### src/inc/hpl_pkg.sv
// shared constants and types of the slot indicator and latch block
package hpl_pkg;

   // bus geometry and answers
   localparam int unsigned ADDR_W      = 8;
   localparam logic [1:0]  RESP_OKAY   = 2'h0;
   localparam logic [1:0]  RESP_SLVERR = 2'h2;

   // register byte offsets
   localparam logic [7:0]  CTRL_OFS    = 8'h00;
   localparam logic [7:0]  STAT_OFS    = 8'h04;

   // control register fields
   localparam int unsigned CTRL_ATTN_LSB = 0;
   localparam int unsigned CTRL_PWR_LSB  = 2;
   localparam int unsigned CTRL_MPWR_BIT = 4;

   // status register fields
   localparam int unsigned STAT_LATCH_BIT = 0;
   localparam int unsigned STAT_MAIN_BIT  = 1;
   localparam int unsigned STAT_AUX_BIT   = 2;
   localparam int unsigned STAT_ATTN_BIT  = 3;
   localparam int unsigned STAT_PLED_BIT  = 4;
   localparam int unsigned STAT_STUCK_BIT = 5;

   typedef enum logic [1:0] {
      IND_OFF   = 2'h0,
      IND_ON    = 2'h1,
      IND_BLINK = 2'h2
   } hpl_ind_mode_t;

   typedef enum logic {
      WR_IDLE = 1'b0,
      WR_RESP = 1'b1
   } hpl_wr_state_t;

   typedef enum logic {
      RD_IDLE = 1'b0,
      RD_DATA = 1'b1
   } hpl_rd_state_t;

   // reset values
   localparam hpl_ind_mode_t ATTN_RST = IND_OFF;
   localparam hpl_ind_mode_t PWR_RST  = IND_OFF;
   localparam logic          MPWR_RST = 1'b0;

   // timing: clock period, blink half period, latch settle time
   localparam int unsigned CLK_PERIOD_NS  = 50;
   localparam int unsigned BLINK_HALF_MS  = 333;
   localparam int unsigned BLINK_HALF_CYC = BLINK_HALF_MS * 1000000 / CLK_PERIOD_NS;
   localparam int unsigned DEBOUNCE_MS    = 10;
   localparam int unsigned DEBOUNCE_CYC   = (DEBOUNCE_MS * 1000000 + CLK_PERIOD_NS - 1)
                                            / CLK_PERIOD_NS;

endpackage : hpl_pkg

### src/inc/hpl_latch_if.sv
// latch sensor path between the top and its filter
`timescale 1ns/1ps
interface hpl_latch_if;
   logic raw_closed;
   logic clean_closed;

   modport filt (input raw_closed, output clean_closed);
   modport user (output raw_closed, input clean_closed);
endinterface : hpl_latch_if

### src/hdl/hpl_latch_filter.sv
// retention latch sensor synchroniser and bounce filter
`timescale 1ns/1ps
module hpl_latch_filter #(
   parameter int unsigned DEBOUNCE_CYC = hpl_pkg::DEBOUNCE_CYC
) (
   input  wire logic   clk,
   input  wire logic   rst,
   input  wire logic   ce,
   hpl_latch_if.filt   lif
);

   logic        meta_q;
   logic        sync_q;
   logic [31:0] stab_q;
   logic        clean_q;

   // two flops; only sync_q is looked at further on
   always_ff @(posedge clk) begin
      if (rst) begin
         meta_q <= 1'b0;
         sync_q <= 1'b0;
      end else if (ce) begin
         meta_q <= lif.raw_closed;
         sync_q <= meta_q;
      end
   end

   // count how long the sensor has said closed
   always_ff @(posedge clk) begin
      if (rst) begin
         stab_q <= 32'h0;
      end else if (ce) begin
         if (!sync_q) begin
            stab_q <= 32'h0;
         end else if (stab_q != 32'(DEBOUNCE_CYC - 1)) begin
            stab_q <= stab_q + 32'h1;
         end
      end
   end

   // open wins at once, closed only after a quiet spell: bounce can never power up
   always_ff @(posedge clk) begin
      if (rst) begin
         clean_q <= 1'b0;
      end else if (ce) begin
         if (!sync_q) begin
            clean_q <= 1'b0; // see RQ7
         end else if (stab_q == 32'(DEBOUNCE_CYC - 1)) begin
            clean_q <= 1'b1; // see RQ13
         end
      end
   end

   assign lif.clean_closed = clean_q;
endmodule : hpl_latch_filter

### src/hdl/hpl_top.sv
// slot indicators, latch handling and register slave
//
// Chosen here: the AXI4-Lite interface to the registers and the register offsets.
`timescale 1ns/1ps

// Contract
// RQ1: attention indicator has off, on and blinking (locate) states.
// RQ2: software does not light attention for pre-acceptance validation failures.
// RQ3: software requests attention blinking only on a user's behalf.
// RQ4: power indicator has off, on and blinking (transition) states.
// RQ5: software sets power indicator off when unpowered or removal allowed.
// RQ6: software blinks power indicator as operator feedback on accepted requests.
// RQ7: latch counts as closed only when fully closed; otherwise open.
// RQ8: with a power controller, main power drops at once when latch opens.
// RQ9: latch-switched aux and sideband drop on open, return on close (only AUX_SW_EN does so here; there is no sideband output).
// RQ10: latch changes never alter either indicator state.
// RQ11: blinking runs between 1 and 2 Hz with 50 percent duty.
// RQ12: indicators change only on command; stuck-on fault may force power on.
// RQ13: latch sensor is synchronised and debounced before use.
module hpl_top #(
   parameter int unsigned BLINK_HALF_CYC = hpl_pkg::BLINK_HALF_CYC,
   parameter int unsigned DEBOUNCE_CYC   = hpl_pkg::DEBOUNCE_CYC,
   parameter bit          HAS_PWR_CTRL   = 1'b1
) (
   input  wire logic                       REF_CLK,
   input  wire logic                       SRST,
   input  wire logic                       CE,
   input  wire logic [hpl_pkg::ADDR_W-1:0] S_AXI_AWADDR,
   input  wire logic                       S_AXI_AWVALID,
   output wire logic                       S_AXI_AWREADY,
   input  wire logic [31:0]                S_AXI_WDATA,
   input  wire logic [3:0]                 S_AXI_WSTRB,
   input  wire logic                       S_AXI_WVALID,
   output wire logic                       S_AXI_WREADY,
   output wire logic [1:0]                 S_AXI_BRESP,
   output wire logic                       S_AXI_BVALID,
   input  wire logic                       S_AXI_BREADY,
   input  wire logic [hpl_pkg::ADDR_W-1:0] S_AXI_ARADDR,
   input  wire logic                       S_AXI_ARVALID,
   output wire logic                       S_AXI_ARREADY,
   output wire logic [31:0]                S_AXI_RDATA,
   output wire logic [1:0]                 S_AXI_RRESP,
   output wire logic                       S_AXI_RVALID,
   input  wire logic                       S_AXI_RREADY,
   input  wire logic                       LATCH_CLOSED,
   input  wire logic                       PWR_STUCK_ON,
   output wire logic                       ATTN_LED,
   output wire logic                       PWR_LED,
   output wire logic                       MAIN_PWR_EN,
   output wire logic                       AUX_SW_EN
);

   // word decode shared by both channels
   function automatic logic is_ctrl(input logic [hpl_pkg::ADDR_W-1:0] a);
      return a[hpl_pkg::ADDR_W-1:2] == hpl_pkg::CTRL_OFS[hpl_pkg::ADDR_W-1:2];
   endfunction : is_ctrl

   function automatic logic is_stat(input logic [hpl_pkg::ADDR_W-1:0] a);
      return a[hpl_pkg::ADDR_W-1:2] == hpl_pkg::STAT_OFS[hpl_pkg::ADDR_W-1:2];
   endfunction : is_stat

   // indicator drive from mode and blink phase; reserved code shows dark
   function automatic logic led_drive(input hpl_pkg::hpl_ind_mode_t m, input logic ph);
      logic v;
      v = 1'b0;
      unique case (m)
         hpl_pkg::IND_OFF:   v = 1'b0;
         hpl_pkg::IND_ON:    v = 1'b1;
         hpl_pkg::IND_BLINK: v = ph;
         default:            v = 1'b0;
      endcase
      return v;
   endfunction : led_drive

   hpl_pkg::hpl_wr_state_t       wr_q;
   hpl_pkg::hpl_rd_state_t       rd_q;
   logic                         aw_got_q;
   logic                         w_got_q;
   logic [hpl_pkg::ADDR_W-1:0]   aw_addr_q;
   logic [31:0]                  w_data_q;
   logic                         w_strb0_q;
   logic [1:0]                   bresp_q;
   logic [31:0]                  rdata_q;
   logic [1:0]                   rresp_q;
   hpl_pkg::hpl_ind_mode_t       attn_mode_q;
   hpl_pkg::hpl_ind_mode_t       pwr_mode_q;
   logic                         mpwr_req_q;
   logic                         main_pwr_q;
   logic                         aux_q;
   logic [31:0]                  blink_cnt_q;
   logic                         blink_phase_q;
   logic                         attn_led_q;
   logic                         pwr_led_q;
   logic                         latch_ok;
   logic                         aw_fire;
   logic                         w_fire;
   logic                         ar_fire;
   logic                         wr_do;
   logic                         ctrl_wr;
   logic [hpl_pkg::ADDR_W-1:0]   addr_eff;
   logic [31:0]                  data_eff;
   logic                         strb0_eff;
   logic [31:0]                  stat_word;
   logic [31:0]                  ctrl_word;

   hpl_latch_if lat_if ();

   assign lat_if.raw_closed = LATCH_CLOSED;
   assign latch_ok          = lat_if.clean_closed;

   hpl_latch_filter #(
      .DEBOUNCE_CYC (DEBOUNCE_CYC)
   ) u_filter (
      .clk (REF_CLK),
      .rst (SRST),
      .ce  (CE),
      .lif (lat_if)
   );

   // ---- write channel: address and data taken in either order
   assign S_AXI_AWREADY = CE && (wr_q == hpl_pkg::WR_IDLE) && !aw_got_q;
   assign S_AXI_WREADY  = CE && (wr_q == hpl_pkg::WR_IDLE) && !w_got_q;
   assign aw_fire       = S_AXI_AWVALID && S_AXI_AWREADY;
   assign w_fire        = S_AXI_WVALID && S_AXI_WREADY;

   always_comb begin
      addr_eff  = aw_got_q ? aw_addr_q : S_AXI_AWADDR;
      data_eff  = w_got_q ? w_data_q : S_AXI_WDATA;
      strb0_eff = w_got_q ? w_strb0_q : S_AXI_WSTRB[0];
      wr_do     = CE && (wr_q == hpl_pkg::WR_IDLE) && (aw_got_q || aw_fire)
                  && (w_got_q || w_fire);
      ctrl_wr   = wr_do && is_ctrl(addr_eff) && strb0_eff;
   end

   always_ff @(posedge REF_CLK) begin
      if (SRST) begin
         aw_got_q  <= 1'b0;
         aw_addr_q <= '0;
      end else if (CE) begin
         if (wr_do) begin
            aw_got_q <= 1'b0;
         end else if (aw_fire) begin
            aw_got_q  <= 1'b1;
            aw_addr_q <= S_AXI_AWADDR;
         end
      end
   end

   always_ff @(posedge REF_CLK) begin
      if (SRST) begin
         w_got_q   <= 1'b0;
         w_data_q  <= 32'h0;
         w_strb0_q <= 1'b0;
      end else if (CE) begin
         if (wr_do) begin
            w_got_q <= 1'b0;
         end else if (w_fire) begin
            w_got_q   <= 1'b1;
            w_data_q  <= S_AXI_WDATA;
            w_strb0_q <= S_AXI_WSTRB[0];
         end
      end
   end

   // status is read-only: a write there is accepted and dropped
   always_ff @(posedge REF_CLK) begin
      if (SRST) begin
         wr_q    <= hpl_pkg::WR_IDLE;
         bresp_q <= hpl_pkg::RESP_OKAY;
      end else if (CE) begin
         unique case (wr_q)
            hpl_pkg::WR_IDLE: begin
               if (wr_do) begin
                  wr_q    <= hpl_pkg::WR_RESP;
                  bresp_q <= (is_ctrl(addr_eff) || is_stat(addr_eff)) ?
                             hpl_pkg::RESP_OKAY : hpl_pkg::RESP_SLVERR;
               end
            end
            hpl_pkg::WR_RESP: begin
               if (S_AXI_BREADY) begin
                  wr_q <= hpl_pkg::WR_IDLE;
               end
            end
         endcase
      end
   end

   assign S_AXI_BVALID = (wr_q == hpl_pkg::WR_RESP);
   assign S_AXI_BRESP  = bresp_q;

   // ---- read channel
   assign S_AXI_ARREADY = CE && (rd_q == hpl_pkg::RD_IDLE);
   assign ar_fire       = S_AXI_ARVALID && S_AXI_ARREADY;

   always_comb begin
      ctrl_word = 32'h0;
      ctrl_word[hpl_pkg::CTRL_ATTN_LSB +: 2] = attn_mode_q;
      ctrl_word[hpl_pkg::CTRL_PWR_LSB +: 2]  = pwr_mode_q;
      ctrl_word[hpl_pkg::CTRL_MPWR_BIT]      = mpwr_req_q;
      stat_word = 32'h0;
      stat_word[hpl_pkg::STAT_LATCH_BIT] = latch_ok;
      stat_word[hpl_pkg::STAT_MAIN_BIT]  = main_pwr_q;
      stat_word[hpl_pkg::STAT_AUX_BIT]   = aux_q;
      stat_word[hpl_pkg::STAT_ATTN_BIT]  = attn_led_q;
      stat_word[hpl_pkg::STAT_PLED_BIT]  = pwr_led_q;
      stat_word[hpl_pkg::STAT_STUCK_BIT] = PWR_STUCK_ON;
   end

   always_ff @(posedge REF_CLK) begin
      if (SRST) begin
         rd_q    <= hpl_pkg::RD_IDLE;
         rdata_q <= 32'h0;
         rresp_q <= hpl_pkg::RESP_OKAY;
      end else if (CE) begin
         unique case (rd_q)
            hpl_pkg::RD_IDLE: begin
               if (ar_fire) begin
                  rd_q <= hpl_pkg::RD_DATA;
                  if (is_ctrl(S_AXI_ARADDR)) begin
                     rdata_q <= ctrl_word;
                     rresp_q <= hpl_pkg::RESP_OKAY;
                  end else if (is_stat(S_AXI_ARADDR)) begin
                     rdata_q <= stat_word;
                     rresp_q <= hpl_pkg::RESP_OKAY;
                  end else begin
                     rdata_q <= 32'h0;
                     rresp_q <= hpl_pkg::RESP_SLVERR;
                  end
               end
            end
            hpl_pkg::RD_DATA: begin
               if (S_AXI_RREADY) begin
                  rd_q <= hpl_pkg::RD_IDLE;
               end
            end
         endcase
      end
   end

   assign S_AXI_RVALID = (rd_q == hpl_pkg::RD_DATA);
   assign S_AXI_RDATA  = rdata_q;
   assign S_AXI_RRESP  = rresp_q;

   // ---- indicator commands: only a software write moves them
   always_ff @(posedge REF_CLK) begin
      if (SRST) begin
         attn_mode_q <= hpl_pkg::ATTN_RST;
         pwr_mode_q  <= hpl_pkg::PWR_RST;
      end else if (CE && ctrl_wr) begin
         attn_mode_q <= hpl_pkg::hpl_ind_mode_t'(data_eff[hpl_pkg::CTRL_ATTN_LSB +: 2]); // see RQ1
         pwr_mode_q  <= hpl_pkg::hpl_ind_mode_t'(data_eff[hpl_pkg::CTRL_PWR_LSB +: 2]); // see RQ4
      end
   end

   // ---- blink timebase, free running so both lamps blink in step
   always_ff @(posedge REF_CLK) begin
      if (SRST) begin
         blink_cnt_q   <= 32'h0;
         blink_phase_q <= 1'b0;
      end else if (CE) begin
         if (blink_cnt_q == 32'(BLINK_HALF_CYC - 1)) begin
            blink_cnt_q   <= 32'h0;
            blink_phase_q <= ~blink_phase_q; // see RQ11
         end else begin
            blink_cnt_q <= blink_cnt_q + 32'h1;
         end
      end
   end

   // latch state is deliberately absent here
   always_ff @(posedge REF_CLK) begin
      if (SRST) begin
         attn_led_q <= 1'b0;
         pwr_led_q  <= 1'b0;
      end else if (CE) begin
         attn_led_q <= led_drive(attn_mode_q, blink_phase_q); // see RQ1, RQ10
         pwr_led_q  <= PWR_STUCK_ON || led_drive(pwr_mode_q, blink_phase_q); // see RQ12
      end
   end

   // ---- slot power: latch open beats a same-cycle power-on write
   always_ff @(posedge REF_CLK) begin
      if (SRST) begin
         mpwr_req_q <= hpl_pkg::MPWR_RST;
         main_pwr_q <= 1'b0;
      end else if (CE) begin
         if (ctrl_wr) begin
            mpwr_req_q <= data_eff[hpl_pkg::CTRL_MPWR_BIT];
         end
         if (HAS_PWR_CTRL && !latch_ok) begin
            main_pwr_q <= 1'b0; // see RQ8
         end else if (ctrl_wr) begin
            main_pwr_q <= data_eff[hpl_pkg::CTRL_MPWR_BIT];
         end
      end
   end

   always_ff @(posedge REF_CLK) begin
      if (SRST) begin
         aux_q <= 1'b0;
      end else if (CE) begin
         aux_q <= latch_ok; // see RQ9
      end
   end

   assign ATTN_LED    = attn_led_q;
   assign PWR_LED     = pwr_led_q;
   assign MAIN_PWR_EN = main_pwr_q;
   assign AUX_SW_EN   = aux_q;
endmodule : hpl_top

### config.mk
export PLATFORM = sky130hd
export DESIGN_NAME = hpl_top
export DESIGN_NICKNAME = d
export VERILOG_FILES = /design/src/inc/hpl_pkg.sv /design/src/inc/hpl_latch_if.sv /design/src/hdl/hpl_latch_filter.sv /design/src/hdl/hpl_top.sv
export SDC_FILE = /design/constraint.sdc
export NUM_CORES = 1
export LEC_CHECK = 0
export ABC_AREA = 1
export BUFFER_PORTS_ARGS = -buffer_cell sky130_fd_sc_hd__buf_2
export CAP_MARGIN = 15
export CORE_UTILIZATION = 50
export CTS_CLUSTER_DIAMETER = 100
export DETAILED_ROUTE_END_ITERATION = 8
export PLACE_DENSITY = 0.82
export SETUP_SLACK_MARGIN = 0.1
export SLEW_MARGIN = 20
export SYNTH_ARGS = -nofsm -noshare
export SYNTH_HDL_FRONTEND = slang
export SYNTH_SLANG_ARGS = --single-unit
### constraint.sdc
create_clock -name REF_CLK -period 3.7 [get_ports REF_CLK]
set_clock_uncertainty 0.2 [all_clocks]
set_input_delay 0.37 -clock REF_CLK [delete_from_list [all_inputs] [get_ports REF_CLK]]
set_output_delay 0.37 -clock REF_CLK [all_outputs]
set_load 0.01 [all_outputs]
==> reports/qor.log, run 1 <==
qor: outcome.run_status finished, violations left
qor: outcome.violated_checks design-rule violations
qor: drt.drt_pre_antenna_iters 8
qor: floorplan.area_of_the_die 12500 um2
qor: clock_network.tritoncts yes
qor: setup_path.cp-start-kind flop
qor: sta.finalSetupViolations 0
qor: worst_hold_path.min_delay_worst_endpoint u_filter.meta_q
qor: logic_synthesis.synth-edff-count 0
qor: placed_design.gpl.final_weighted_congestion 0.937
qor: logic_synthesis.ys_types 40
qor: sta.report.final.slew_viol_count 0
qor: clock_network.cts_resized 0
qor: clock_network.cts_num_sinks 101
qor: worst_hold_path.hold_path_depth 3
qor: sta.slew_headroom 59.9%
qor: logic_synthesis.synth.avg_cell_area 6.27 um2
qor: logic_synthesis.synth_cell_area 6010 um2
qor: sta.postLayoutSetupSlackWorst 1450 ps
qor: drt.maxUsedRoutingLayer met4
qor: floorplan.start_util 52.0%
qor: clock_network.clock_tree.htree_level_count 3
qor: cells_and_area.finish.net_count 1061
qor: pwr.power.static_leakage 2.55 nW
qor: pwr.vdd_ir_drop_max 0.295 mV
qor: worst_hold_path.hold_path.startpoint LATCH_CLOSED
qor: cells_and_area.stdcell_area 6470 um2
qor: global_routing.grt-ovfl-total 0
qor: logic_synthesis.synthCells 959
qor: logic_synthesis.postSynthRegisterBits 101
qor: cells_and_area.flow.area_growth_from_synthesis 7.55%
qor: placed_design.hpwl 10000 um
qor: clock_network.path_clk_slew 70 ps
qor: logic_synthesis.synth-async-reset-ratio 0%
qor: drt.routed-wl-met2 6210 um
qor: logic_synthesis.synth_sequential_area_ratio 33.6%
qor: clock_network.ctsHoldBuffers 0
qor: clock_network.cts_buffer_depth 2
qor: logic_synthesis.synthMostInstantiatedCell sky130_fd_sc_hd__nand2_1
qor: logic_synthesis.synth_commonest_cells sky130_fd_sc_hd__nand2_1 (229), sky130_fd_sc_hd__nor2_1 (194), sky130_fd_sc_hd__inv_1 (105), sky130_fd_sc_hd__dfxtp_1 (101), sky130_fd_sc_hd__nand3_1 (65)
qor: setup_path.ws_path_type flop to flop
qor: sta.whs 38.9 ps
qor: setup_path.timing.critical_path.required 3750 ps
qor: logic_synthesis.synth-main-ff-cell sky130_fd_sc_hd__dfxtp_1
qor: flow_run.timing.max_cap.violations 0
qor: sta.tightest_slew 601 ps
qor: floorplan.core_area 11600 um2
qor: logic_synthesis.synth_largest_type_area_fraction 33.6%
qor: global_routing.number_of_global_route_vias_before_repair 5420
qor: floorplan.top_level_ports 107
qor: global_routing.number_of_antenna_violations_at_the_first_check_in_global_routing 0
qor: sta.timing.final.crit_period 2250 ps
qor: pwr.p_total 2.18 mW
qor: logic_synthesis.leading_post_synthesis_cells_by_cell_area sky130_fd_sc_hd__dfxtp_1 (34%), sky130_fd_sc_hd__nand2_1 (14%), sky130_fd_sc_hd__nor2_1 (12%), sky130_fd_sc_hd__inv_1 (6.6%), sky130_fd_sc_hd__nand3_1 (5.4%)
qor: floorplan.fp-row-count 39
qor: clock_network.cts_inserted_buffers 9
qor: drt.drtAntennaViolNets 0
qor: sta.max_clock_freq 0.445 GHz
qor: placed_design.io_buffer_count 44
qor: drt.total_number_of_vias 5948
qor: global_routing.pin_count_of_the_biggest_net_entering_global_routing 43
qor: drt.route.met3.wl 789 um
qor: global_routing.global_route.usage.total 22.8%
qor: drt.drt-wirelength-per-cell 11.9 um
qor: setup_path.rr_endpoint u_filter.stab_q[31]
qor: setup_path.r2r_cells 10
qor: placed_design.preCtsSetupSlack 1340 ps
qor: floorplan.die_width 112 um
qor: clock_network.cts.repair_timing.setup_buffer_count 0
qor: floorplan.floorplan.die.height 112 um
qor: drt.number_of_drc_markers_in_iteration_0 437
qor: drt.drt_drc_violations_left 6
qor: setup_path.worstReg2RegStart u_filter.stab_q[0]
qor: drt.avgViaCountPerCell 5.21
qor: clock_network.ctsRootBufferMaster sky130_fd_sc_hd__clkbuf_16
qor: pwr.power-per-cell-area 337 nW/um2
qor: drt.wl 13600 um
qor: setup_path.cp_max_fo 13
qor: sta.finalHoldViolCount 0
qor: clock_network.clock_insertion_delay_worst_skew 350 ps
qor: sta.setup_repair_after_global_routing_missed_its_margin false
qor: drt.wl_met1 6340 um
qor: sta.finalCritPeriodShare 60.7%
qor: logic_synthesis.post-synth-top-area-cell sky130_fd_sc_hd__dfxtp_1
qor: sta.final.setup.tns 0 ps
qor: setup_path.setup.worst_path.end_class flop
qor: setup_path.worst-r2r-setup-slack 1450 ps
qor: setup_path.arrival_time_of_data_at_the_critical_path_endpoint 2290 ps
qor: placed_design.placed_area 6190 um2
qor: cells_and_area.drive_above_1_share 8.82%
qor: global_routing.wire_length_of_the_first_global_routing_pass 23700 um
qor: cells_and_area.final.fill_count 1124
qor: cells_and_area.insertedDiodeCount 0
qor: worst_hold_path.min_path_type input pin to flop
qor: logic_synthesis.yosys_warnings 0
-- cell families (layout without fill, tap and decap cells) --
kind of cell,count (synthesis),in the layout,share of synthesized area [%]
xor+xnor,18,18,2.62
fa+ha+maj,6,6,1.25
flops,101,101,33.6
other cells,1,28,0.0624
compound gates,108,108,9.45
buf+inv,161,173,12.7
simple gates,564,564,40.3
-- placed cells by master (no fill, tap or decap), types with 2 or more instances in the layout --
cell	count
sky130_fd_sc_hd__clkinv_2	2
sky130_fd_sc_hd__nor2_1	194
sky130_fd_sc_hd__buf_4	5
sky130_fd_sc_hd__inv_2	3
sky130_fd_sc_hd__nor4_1	2
sky130_fd_sc_hd__o221ai_1	2
sky130_fd_sc_hd__or2_2	2
sky130_fd_sc_hd__ha_1	6
sky130_fd_sc_hd__conb_1	28
sky130_fd_sc_hd__nand3b_1	3
sky130_fd_sc_hd__nor3b_1	2
sky130_fd_sc_hd__xnor2_1	5
sky130_fd_sc_hd__nor3b_2	2
sky130_fd_sc_hd__buf_2	44
sky130_fd_sc_hd__a21oi_1	64
sky130_fd_sc_hd__o21bai_1	3
sky130_fd_sc_hd__o21ai_0	32
sky130_fd_sc_hd__nor3_2	3
sky130_fd_sc_hd__dfxtp_1	101
sky130_fd_sc_hd__inv_1	105
sky130_fd_sc_hd__nor3_1	22
sky130_fd_sc_hd__nand4_1	26
sky130_fd_sc_hd__o21ai_1	2
sky130_fd_sc_hd__nand2_1	229
sky130_fd_sc_hd__xor2_1	13
sky130_fd_sc_hd__nor2_2	6
sky130_fd_sc_hd__nand3_1	65
sky130_fd_sc_hd__nand2_2	4
sky130_fd_sc_hd__clkbuf_16	9
-- metrics by stage --
| step | utilization, % | cells |
|---|---|---|
| 6_report | 55.9 | 1141 |
| 5_1_grt | 55.9 | 1141 |
| 4_1_cts | 55.9 | 1141 |
| 3_5_place_dp | 53.5 | 1125 |
| 3_3_place_gp | 53.5 | 1125 |
| 2_1_floorplan | - | 986 |
-- critical path, stage by stage, from the launching register on --
cell and delay (ps):
sky130_fd_sc_hd__dfxtp_1 410, sky130_fd_sc_hd__ha_1 250, sky130_fd_sc_hd__inv_1 100, sky130_fd_sc_hd__nor2_2 130
sky130_fd_sc_hd__nand2_1 80, sky130_fd_sc_hd__nor2_1 100, sky130_fd_sc_hd__nand3_1 220, sky130_fd_sc_hd__nand2_1 200
sky130_fd_sc_hd__nand2_2 200, sky130_fd_sc_hd__a21oi_1 190, sky130_fd_sc_hd__nor2_1 60
-- area by class of cell --
| cell class | count | area [um2] | share of cell area [%] |
|---|---|---|---|
| Clock buffer | 10 | 229 | 3.54 |
| Timing Repair Buffer | 49 | 258 | 3.99 |
| Multi-Input combinational cell | 724 | 3330 | 51.5 |
| Inverter | 108 | 405 | 6.27 |
| Tap cell | 143 | 179 | 2.77 |
| Clock inverter | 6 | 46.3 | 0.716 |
| Sequential cell | 101 | 2020 | 31.3 |
-- registers in the layout, indices dropped and copies added (netlist names), 2 cells and up --
register,flops
blink_cnt_q,32
u_filter.stab_q,32
S_AXI_RDATA,6
aw_addr_q,6
w_data_q,5
attn_mode_q,2
pwr_mode_q,2
-- power breakdown --
group          switching [mW]  internal [mW]
Clock                   0.432          0.462
Sequential             0.0165           1.11
Combinational           0.111         0.0492
-- metal layers --
layer / global-route usage, % / vias up
met2: 38.8 / 165
met1: 28.9 / 2700
met4: 8.38 / 0
li1: - / 3064
met3: 4.14 / 19
met5: 0 / -
-- how the worst max path moves through the flow --
| stage | start | to |
|---|---|---|
| final | u_filter.stab_q[0] | u_filter.stab_q[31] |
| after global routing | blink_cnt_q[0] | blink_cnt_q[9] |
| after CTS | blink_cnt_q[0] | blink_cnt_q[9] |
| after detailed placement | CE | blink_cnt_q[26] |
| after global placement | CE | blink_cnt_q[26] |
| after floorplan | u_filter.stab_q[0] | u_filter.stab_q[3] |
No activity file was read; power rests on OpenSTA's default activity.
==> inputs of run 2 (changes only) <==
- PLACE_DENSITY: 0.82 -> 0.84
- clock period: 3.7 -> 1.89 ns (I/O delays scaled with it)
==> run 2 against run 1 <==
Compared with the run above: the run ends with design-rule violations, negative setup slack left; die area unchanged; via count up 13%; non-clock buffer count rose by 76; first-iteration DRC count up 51%; sequential share of layout area decreased by 4.7 points; count of clock-buffer cells in the layout up 1; critical endpoint is now u_filter.stab_q[6]; largest power group unchanged; highest routed layer unchanged.
==> reports/qor.log, run 2 (synthesis gave the netlist of run 1 again) <==
qor: outcome.run_status finished, violations left
qor: outcome.violated_checks design-rule violations, negative setup slack
qor: global_routing.global_route.usage.total 26.3%
qor: sta.tightest_slew 527 ps
qor: flow_run.timing.max_cap.violations 0
qor: setup_path.ws_path_type flop to flop
qor: floorplan.die_width 112 um
qor: cells_and_area.insertedDiodeCount 0
qor: placed_design.gpl.final_weighted_congestion 0.949
qor: clock_network.cts_inserted_buffers 9
qor: sta.max_clock_freq 0.527 GHz
qor: clock_network.clock_insertion_delay_worst_skew 360 ps
qor: placed_design.hpwl 11100 um
qor: cells_and_area.flow.area_growth_from_synthesis 28.0%
qor: cells_and_area.final.fill_count 893
qor: global_routing.number_of_antenna_violations_at_the_first_check_in_global_routing 0
qor: sta.setup_repair_after_global_routing_missed_its_margin true
qor: clock_network.cts_buffer_depth 2
qor: global_routing.number_of_global_route_vias_before_repair 5990
qor: sta.finalCritPeriodShare 100%
qor: sta.report.final.slew_viol_count 0
qor: sta.finalHoldViolCount 0
qor: setup_path.cp_max_fo 7
qor: drt.total_number_of_vias 6720
qor: placed_design.placed_cells 1172
qor: sta.final.setup.tns -17.6 ps
qor: setup_path.arrival_time_of_data_at_the_critical_path_endpoint 1970 ps
qor: floorplan.floorplan.die.height 112 um
qor: cells_and_area.drive_above_1_share 23.9%
qor: pwr.vdd_ir_drop_max 0.738 mV
qor: drt.drt_pre_antenna_iters 7
qor: global_routing.grt-ovfl-total 0
qor: drt.drt-wirelength-per-cell 14.5 um
qor: clock_network.path_clk_slew 70 ps
qor: floorplan.fp-row-count 39
qor: clock_network.cts_num_sinks 101
qor: cells_and_area.finish.net_count 1141
qor: floorplan.top_level_ports 107
qor: floorplan.core_area 11600 um2
qor: cells_and_area.top_regs blink_cnt_q x32, u_filter.stab_q x32
qor: global_routing.pin_count_of_the_biggest_net_entering_global_routing 30
qor: sta.timing.final.crit_period 1900 ps
qor: sta.finalSetupViolations 2
qor: setup_path.r2r_cells 11
qor: drt.drt_drc_violations_left 10
qor: pwr.power-per-cell-area 594 nW/um2
qor: worst_hold_path.hold_path_depth 6
qor: cells_and_area.most_frequent_standard_cell_in_the_layout_excluding_fill_and_tap_cells sky130_fd_sc_hd__nand2_1
qor: drt.number_of_drc_markers_in_iteration_0 660
qor: setup_path.setup.worst_path.end_class flop
qor: sta.postLayoutSetupSlackWorst -8.85 ps
qor: pwr.p_total 4.57 mW
qor: pwr.power.static_leakage 3.10 nW
qor: sta.slew_headroom 64.8%
qor: drt.drtAntennaViolNets 0
qor: setup_path.timing.critical_path.required 1960 ps
qor: clock_network.tritoncts yes
qor: global_routing.wire_length_of_the_first_global_routing_pass 26900 um
qor: floorplan.start_util 52.0%
qor: clock_network.clock_tree.htree_level_count 3
qor: cells_and_area.most-common-layout-cells sky130_fd_sc_hd__nand2_1 (205), sky130_fd_sc_hd__nor2_1 (163), sky130_fd_sc_hd__inv_1 (102), sky130_fd_sc_hd__dfxtp_1 (82), sky130_fd_sc_hd__nand3_1 (59)
qor: worst_hold_path.min_path_type input pin to flop
qor: placed_design.preCtsSetupSlack -1.13 ps
qor: floorplan.area_of_the_die 12500 um2
qor: setup_path.cp-start-kind flop
qor: cells_and_area.layout.cells.non_filler 1221
qor: drt.wl 17700 um
qor: drt.avgViaCountPerCell 5.50
qor: clock_network.ctsRootBufferMaster sky130_fd_sc_hd__clkbuf_16
qor: placed_design.io_buffer_count 44
## run 2: power breakdown
| group | total, mW | switching, mW | internal [mW] |
|---|---|---|---|
| combinational | 0.457 | 0.292 | 0.165 |
| clock | 1.92 | 0.918 | 1.00 |
| sequential | 2.20 | 0.0293 | 2.17 |
| total | 4.57 | 1.24 | 3.33 |
## run 2: metrics by stage
| stage | hold slack (ps) | cell area [um2] | utilization [%] |
|---|---|---|---|
| after CTS | 58.4 | 7150 | 61.8 |
| after detailed placement | 240 | 6550 | 56.7 |
| after global placement | 217 | 6550 | 56.7 |
| final | 67.9 | 7700 | 66.6 |
| after floorplan | 124 | 6120 | - |
| after global routing | 105 | 7700 | 66.6 |
## run 2: path summary, 6_finish.rpt
check                                          end  slack (ps)                 from
worst max-delay path            u_filter.stab_q[6]          -9  u_filter.stab_q[12]
worst min-delay path                S_AXI_RDATA[4]          70      S_AXI_ARADDR[2]
worst max register to register  u_filter.stab_q[6]          -9  u_filter.stab_q[12]
worst min register to register         w_data_q[1]         250          w_data_q[1]
## run 2: critical path, stage by stage (launching register included)
cell and delay (ps):
sky130_fd_sc_hd__dfxtp_1 310, sky130_fd_sc_hd__buf_4 150, sky130_fd_sc_hd__inv_1 60, sky130_fd_sc_hd__nand2_1 50, sky130_fd_sc_hd__nor2_1 110, sky130_fd_sc_hd__nand2_1 120
sky130_fd_sc_hd__nor2_4 120, sky130_fd_sc_hd__nand3_4 160, sky130_fd_sc_hd__buf_8 190, sky130_fd_sc_hd__nand2_8 90, sky130_fd_sc_hd__nand2_1 80, sky130_fd_sc_hd__a21oi_1 170
## run 2: layer usage
metal / up-vias / share of wire, % / track usage, %
met4: 0 / 2.7 / 10.8
met2: 319 / 50 / 45.0
li1: 3228 / - / -
met1: 3118 / 40 / 31.7
met5: - / 0 / 0
met3: 55 / 7.1 / 5.93
## run 2: cell type report
type | instances | area, um2 | area share (%)
clock buffers | 11 | 253 | 3.28
clock inverters | 5 | 48.8 | 0.634
inverters | 108 | 413 | 5.36
multi-input cells | 727 | 3810 | 49.5
flip-flops and latches | 101 | 2050 | 26.6
well taps | 143 | 179 | 2.32
repair buffers | 125 | 945 | 12.3
repair inverters | 1 | 6.26 | 0.0813
## run 2: what timing repair did
action	CTS	global route
hold endpoints to repair	22	0
hold buffers	21	0
setup buffers	1	5
gates resized for setup	24	128
pin swaps	6	55
setup endpoints to repair	54	66
gates cloned	0	6
==> inputs of run 3 (changes only) <==
- SETUP_SLACK_MARGIN: 0.1 -> 0.05
==> run 3 against run 2 <==
Compared with the run above: the run still ends with design-rule violations, negative setup slack left; register-to-register slack about the same; sequential power about the same; die area unchanged; first-iteration DRC count decreased by 30%; routed wire length decreased by 8.3%; clock power increased by 4%; non-clock buffer count unchanged; critical path type unchanged; critical endpoint is now u_filter.stab_q[0]; largest cell class unchanged; largest power group unchanged; highest routed layer unchanged.
==> reports/qor.log, run 3 (synthesis gave the netlist of run 1 again) <==
qor: outcome.run_status finished, violations left
qor: outcome.violated_checks design-rule violations, negative setup slack
qor: global_routing.global_route.usage.total 25.8%
qor: clock_network.cts_inserted_buffers 9
qor: cells_and_area.layout.area.seq 2040 um2
qor: placed_design.gpl.final_weighted_congestion 0.926
qor: global_routing.pin_count_of_the_biggest_net_entering_global_routing 27
qor: placed_design.hpwl 10900 um
qor: cells_and_area.stdcell_area 7440 um2
qor: clock_network.clock_insertion_delay_worst_skew 360 ps
qor: flow_run.timing.max_cap.violations 0
qor: cells_and_area.final.fill_count 952
qor: clock_network.ctsRootBufferMaster sky130_fd_sc_hd__clkbuf_16
qor: drt.drt-wirelength-per-cell 13.3 um
qor: sta.finalCritPeriodShare 100%
qor: global_routing.number_of_global_route_vias_before_repair 5984
qor: worst_hold_path.hold_path.startpoint S_AXI_ARADDR[7]
qor: pwr.p_total 4.60 mW
qor: placed_design.placed_area 6560 um2
qor: clock_network.cts_buffer_depth 2
qor: drt.drt_drc_violations_left 4
qor: drt.drtAntennaViolNets 0
qor: pwr.vdd_ir_drop_max 0.756 mV
qor: setup_path.worst-r2r-setup-slack -7 ps
qor: sta.finalHoldViolCount 0
qor: setup_path.setup.worst_path.end_class flop
qor: worst_hold_path.min_path_type input pin to flop
qor: sta.setup_repair_after_global_routing_missed_its_margin true
qor: drt.number_of_drc_markers_in_iteration_0 463
qor: setup_path.cp_max_fo 5
qor: floorplan.floorplan.die.height 112 um
qor: floorplan.top_level_ports 107
qor: cells_and_area.insertedDiodeCount 0
qor: cells_and_area.multiInputGateArea 3570 um2
qor: floorplan.start_util 52.0%
qor: placed_design.io_buffer_count 44
qor: cells_and_area.drive_above_1_share 19.6%
qor: pwr.power-per-cell-area 618 nW/um2
qor: drt.total_number_of_vias 6436
qor: cells_and_area.top_regs blink_cnt_q x32, u_filter.stab_q x32
qor: sta.postLayoutSetupSlackWorst -7.17 ps
qor: cells_and_area.most-common-layout-cells sky130_fd_sc_hd__nand2_1 (222), sky130_fd_sc_hd__nor2_1 (178), sky130_fd_sc_hd__inv_1 (102), sky130_fd_sc_hd__dfxtp_1 (86), sky130_fd_sc_hd__a21oi_1 (59)
qor: global_routing.number_of_antenna_violations_at_the_first_check_in_global_routing 0
qor: cells_and_area.most_frequent_standard_cell_in_the_layout_excluding_fill_and_tap_cells sky130_fd_sc_hd__nand2_1
qor: cells_and_area.flow.area_growth_from_synthesis 23.7%
qor: setup_path.timing.critical_path.required 1940 ps
qor: global_routing.grt-ovfl-total 0
qor: setup_path.arrival_time_of_data_at_the_critical_path_endpoint 1950 ps
qor: clock_network.path_clk_slew 80 ps
qor: pwr.power.static_leakage 2.99 nW
qor: placed_design.preCtsSetupSlack -120 ps
qor: cells_and_area.finish.net_count 1139
qor: drt.wl 16200 um
qor: clock_network.clock_tree.htree_level_count 3
qor: drt.drt_pre_antenna_iters 8
qor: floorplan.die_width 112 um
qor: setup_path.cp-start-kind flop
qor: setup_path.worstReg2RegStart u_filter.stab_q[8]
qor: sta.final.setup.tns -7.17 ps
qor: clock_network.tritoncts yes
qor: sta.finalSetupViolations 1
qor: sta.max_clock_freq 0.527 GHz
qor: sta.report.final.slew_viol_count 0
qor: setup_path.crit_start u_filter.stab_q[8]
qor: floorplan.fp-row-count 39
qor: sta.timing.final.crit_period 1900 ps
qor: floorplan.core_area 11600 um2
qor: floorplan.area_of_the_die 12500 um2
qor: cells_and_area.finalCoreUtilization 64.3%
qor: global_routing.wire_length_of_the_first_global_routing_pass 26400 um
qor: clock_network.cts_num_sinks 101
qor: setup_path.ws_path_type flop to flop
qor: drt.avgViaCountPerCell 5.28
[run 3: cell count changes in the layout (fill, tap and decap cells not counted), sizes merged]
| cell | change |
|---|---|
| clkinv | +1 |
| clkbuf | -3 |
| dlygate4sd3 | -2 |
| inv | -1 |
| bufinv | +1 |
| nand2 | -2 |
| buf | +3 |
| nand3 | +1 |
[run 3: per-stage QoR]
stage | hold slack [ps] | instances
finish | 5.69 | 1219
global route | 24.0 | 1219
CTS | 2.20 | 1212
detailed placement | 219 | 1174
global placement | 212 | 1174
floorplan | 124 | 986
[run 3: routing by layer]
| layer | vias to the layer above | part of all wire (%) | track usage, % |
|---|---|---|---|
| met5 | - | 0 | 0 |
| met4 | 0 | 3.4 | 11.7 |
| met3 | 51 | 6.1 | 6.31 |
| met2 | 238 | 49 | 44.7 |
| met1 | 2923 | 42 | 29.9 |
| li1 | 3224 | - | - |
[run 3: layout make-up]
class,instances,share of cell area [%]
clock buffer,9,3.03
clock inverter,7,1.31
inverter,108,5.52
multi-input combinational,726,48.0
tap,143,2.41
timing repair buffer,125,12.3
sequential,101,27.5
[run 3: power by group]
part	internal, mW	switching (mW)
Sequential	2.17	0.0293
Clock	1.07	0.923
Combinational	0.153	0.258
[run 3: worst max-delay path, cell delays in order, from the launching register on]
cell and delay [ps]:
sky130_fd_sc_hd__dfxtp_1 410, sky130_fd_sc_hd__inv_1 90, sky130_fd_sc_hd__nor2_1 230, sky130_fd_sc_hd__nand3_1 150
sky130_fd_sc_hd__nor2_1 130, sky130_fd_sc_hd__nand3_2 110, sky130_fd_sc_hd__nand2_2 110, sky130_fd_sc_hd__buf_4 120
sky130_fd_sc_hd__xor2_1 180, sky130_fd_sc_hd__nor2_1 60
[run 3: worst paths after layout]
path	to	depth (start not counted)
setup / recovery	u_filter.stab_q[0]	9
hold / removal	S_AXI_RRESP[1]	5
setup reg to reg	u_filter.stab_q[0]	9
hold reg to reg	aw_addr_q[2]	2
[run 3: repair_timing]
| item | CTS | global route |
|---|---|---|
| hold buffers | 19 | 0 |
| pin swaps | 5 | 21 |
| buffers inserted | 2 | 5 |
| endpoints found under the hold margin | 21 | 0 |
| cloned | 1 | 2 |
| endpoints found under the setup margin | 46 | 67 |
| gates resized for setup | 15 | 67 |
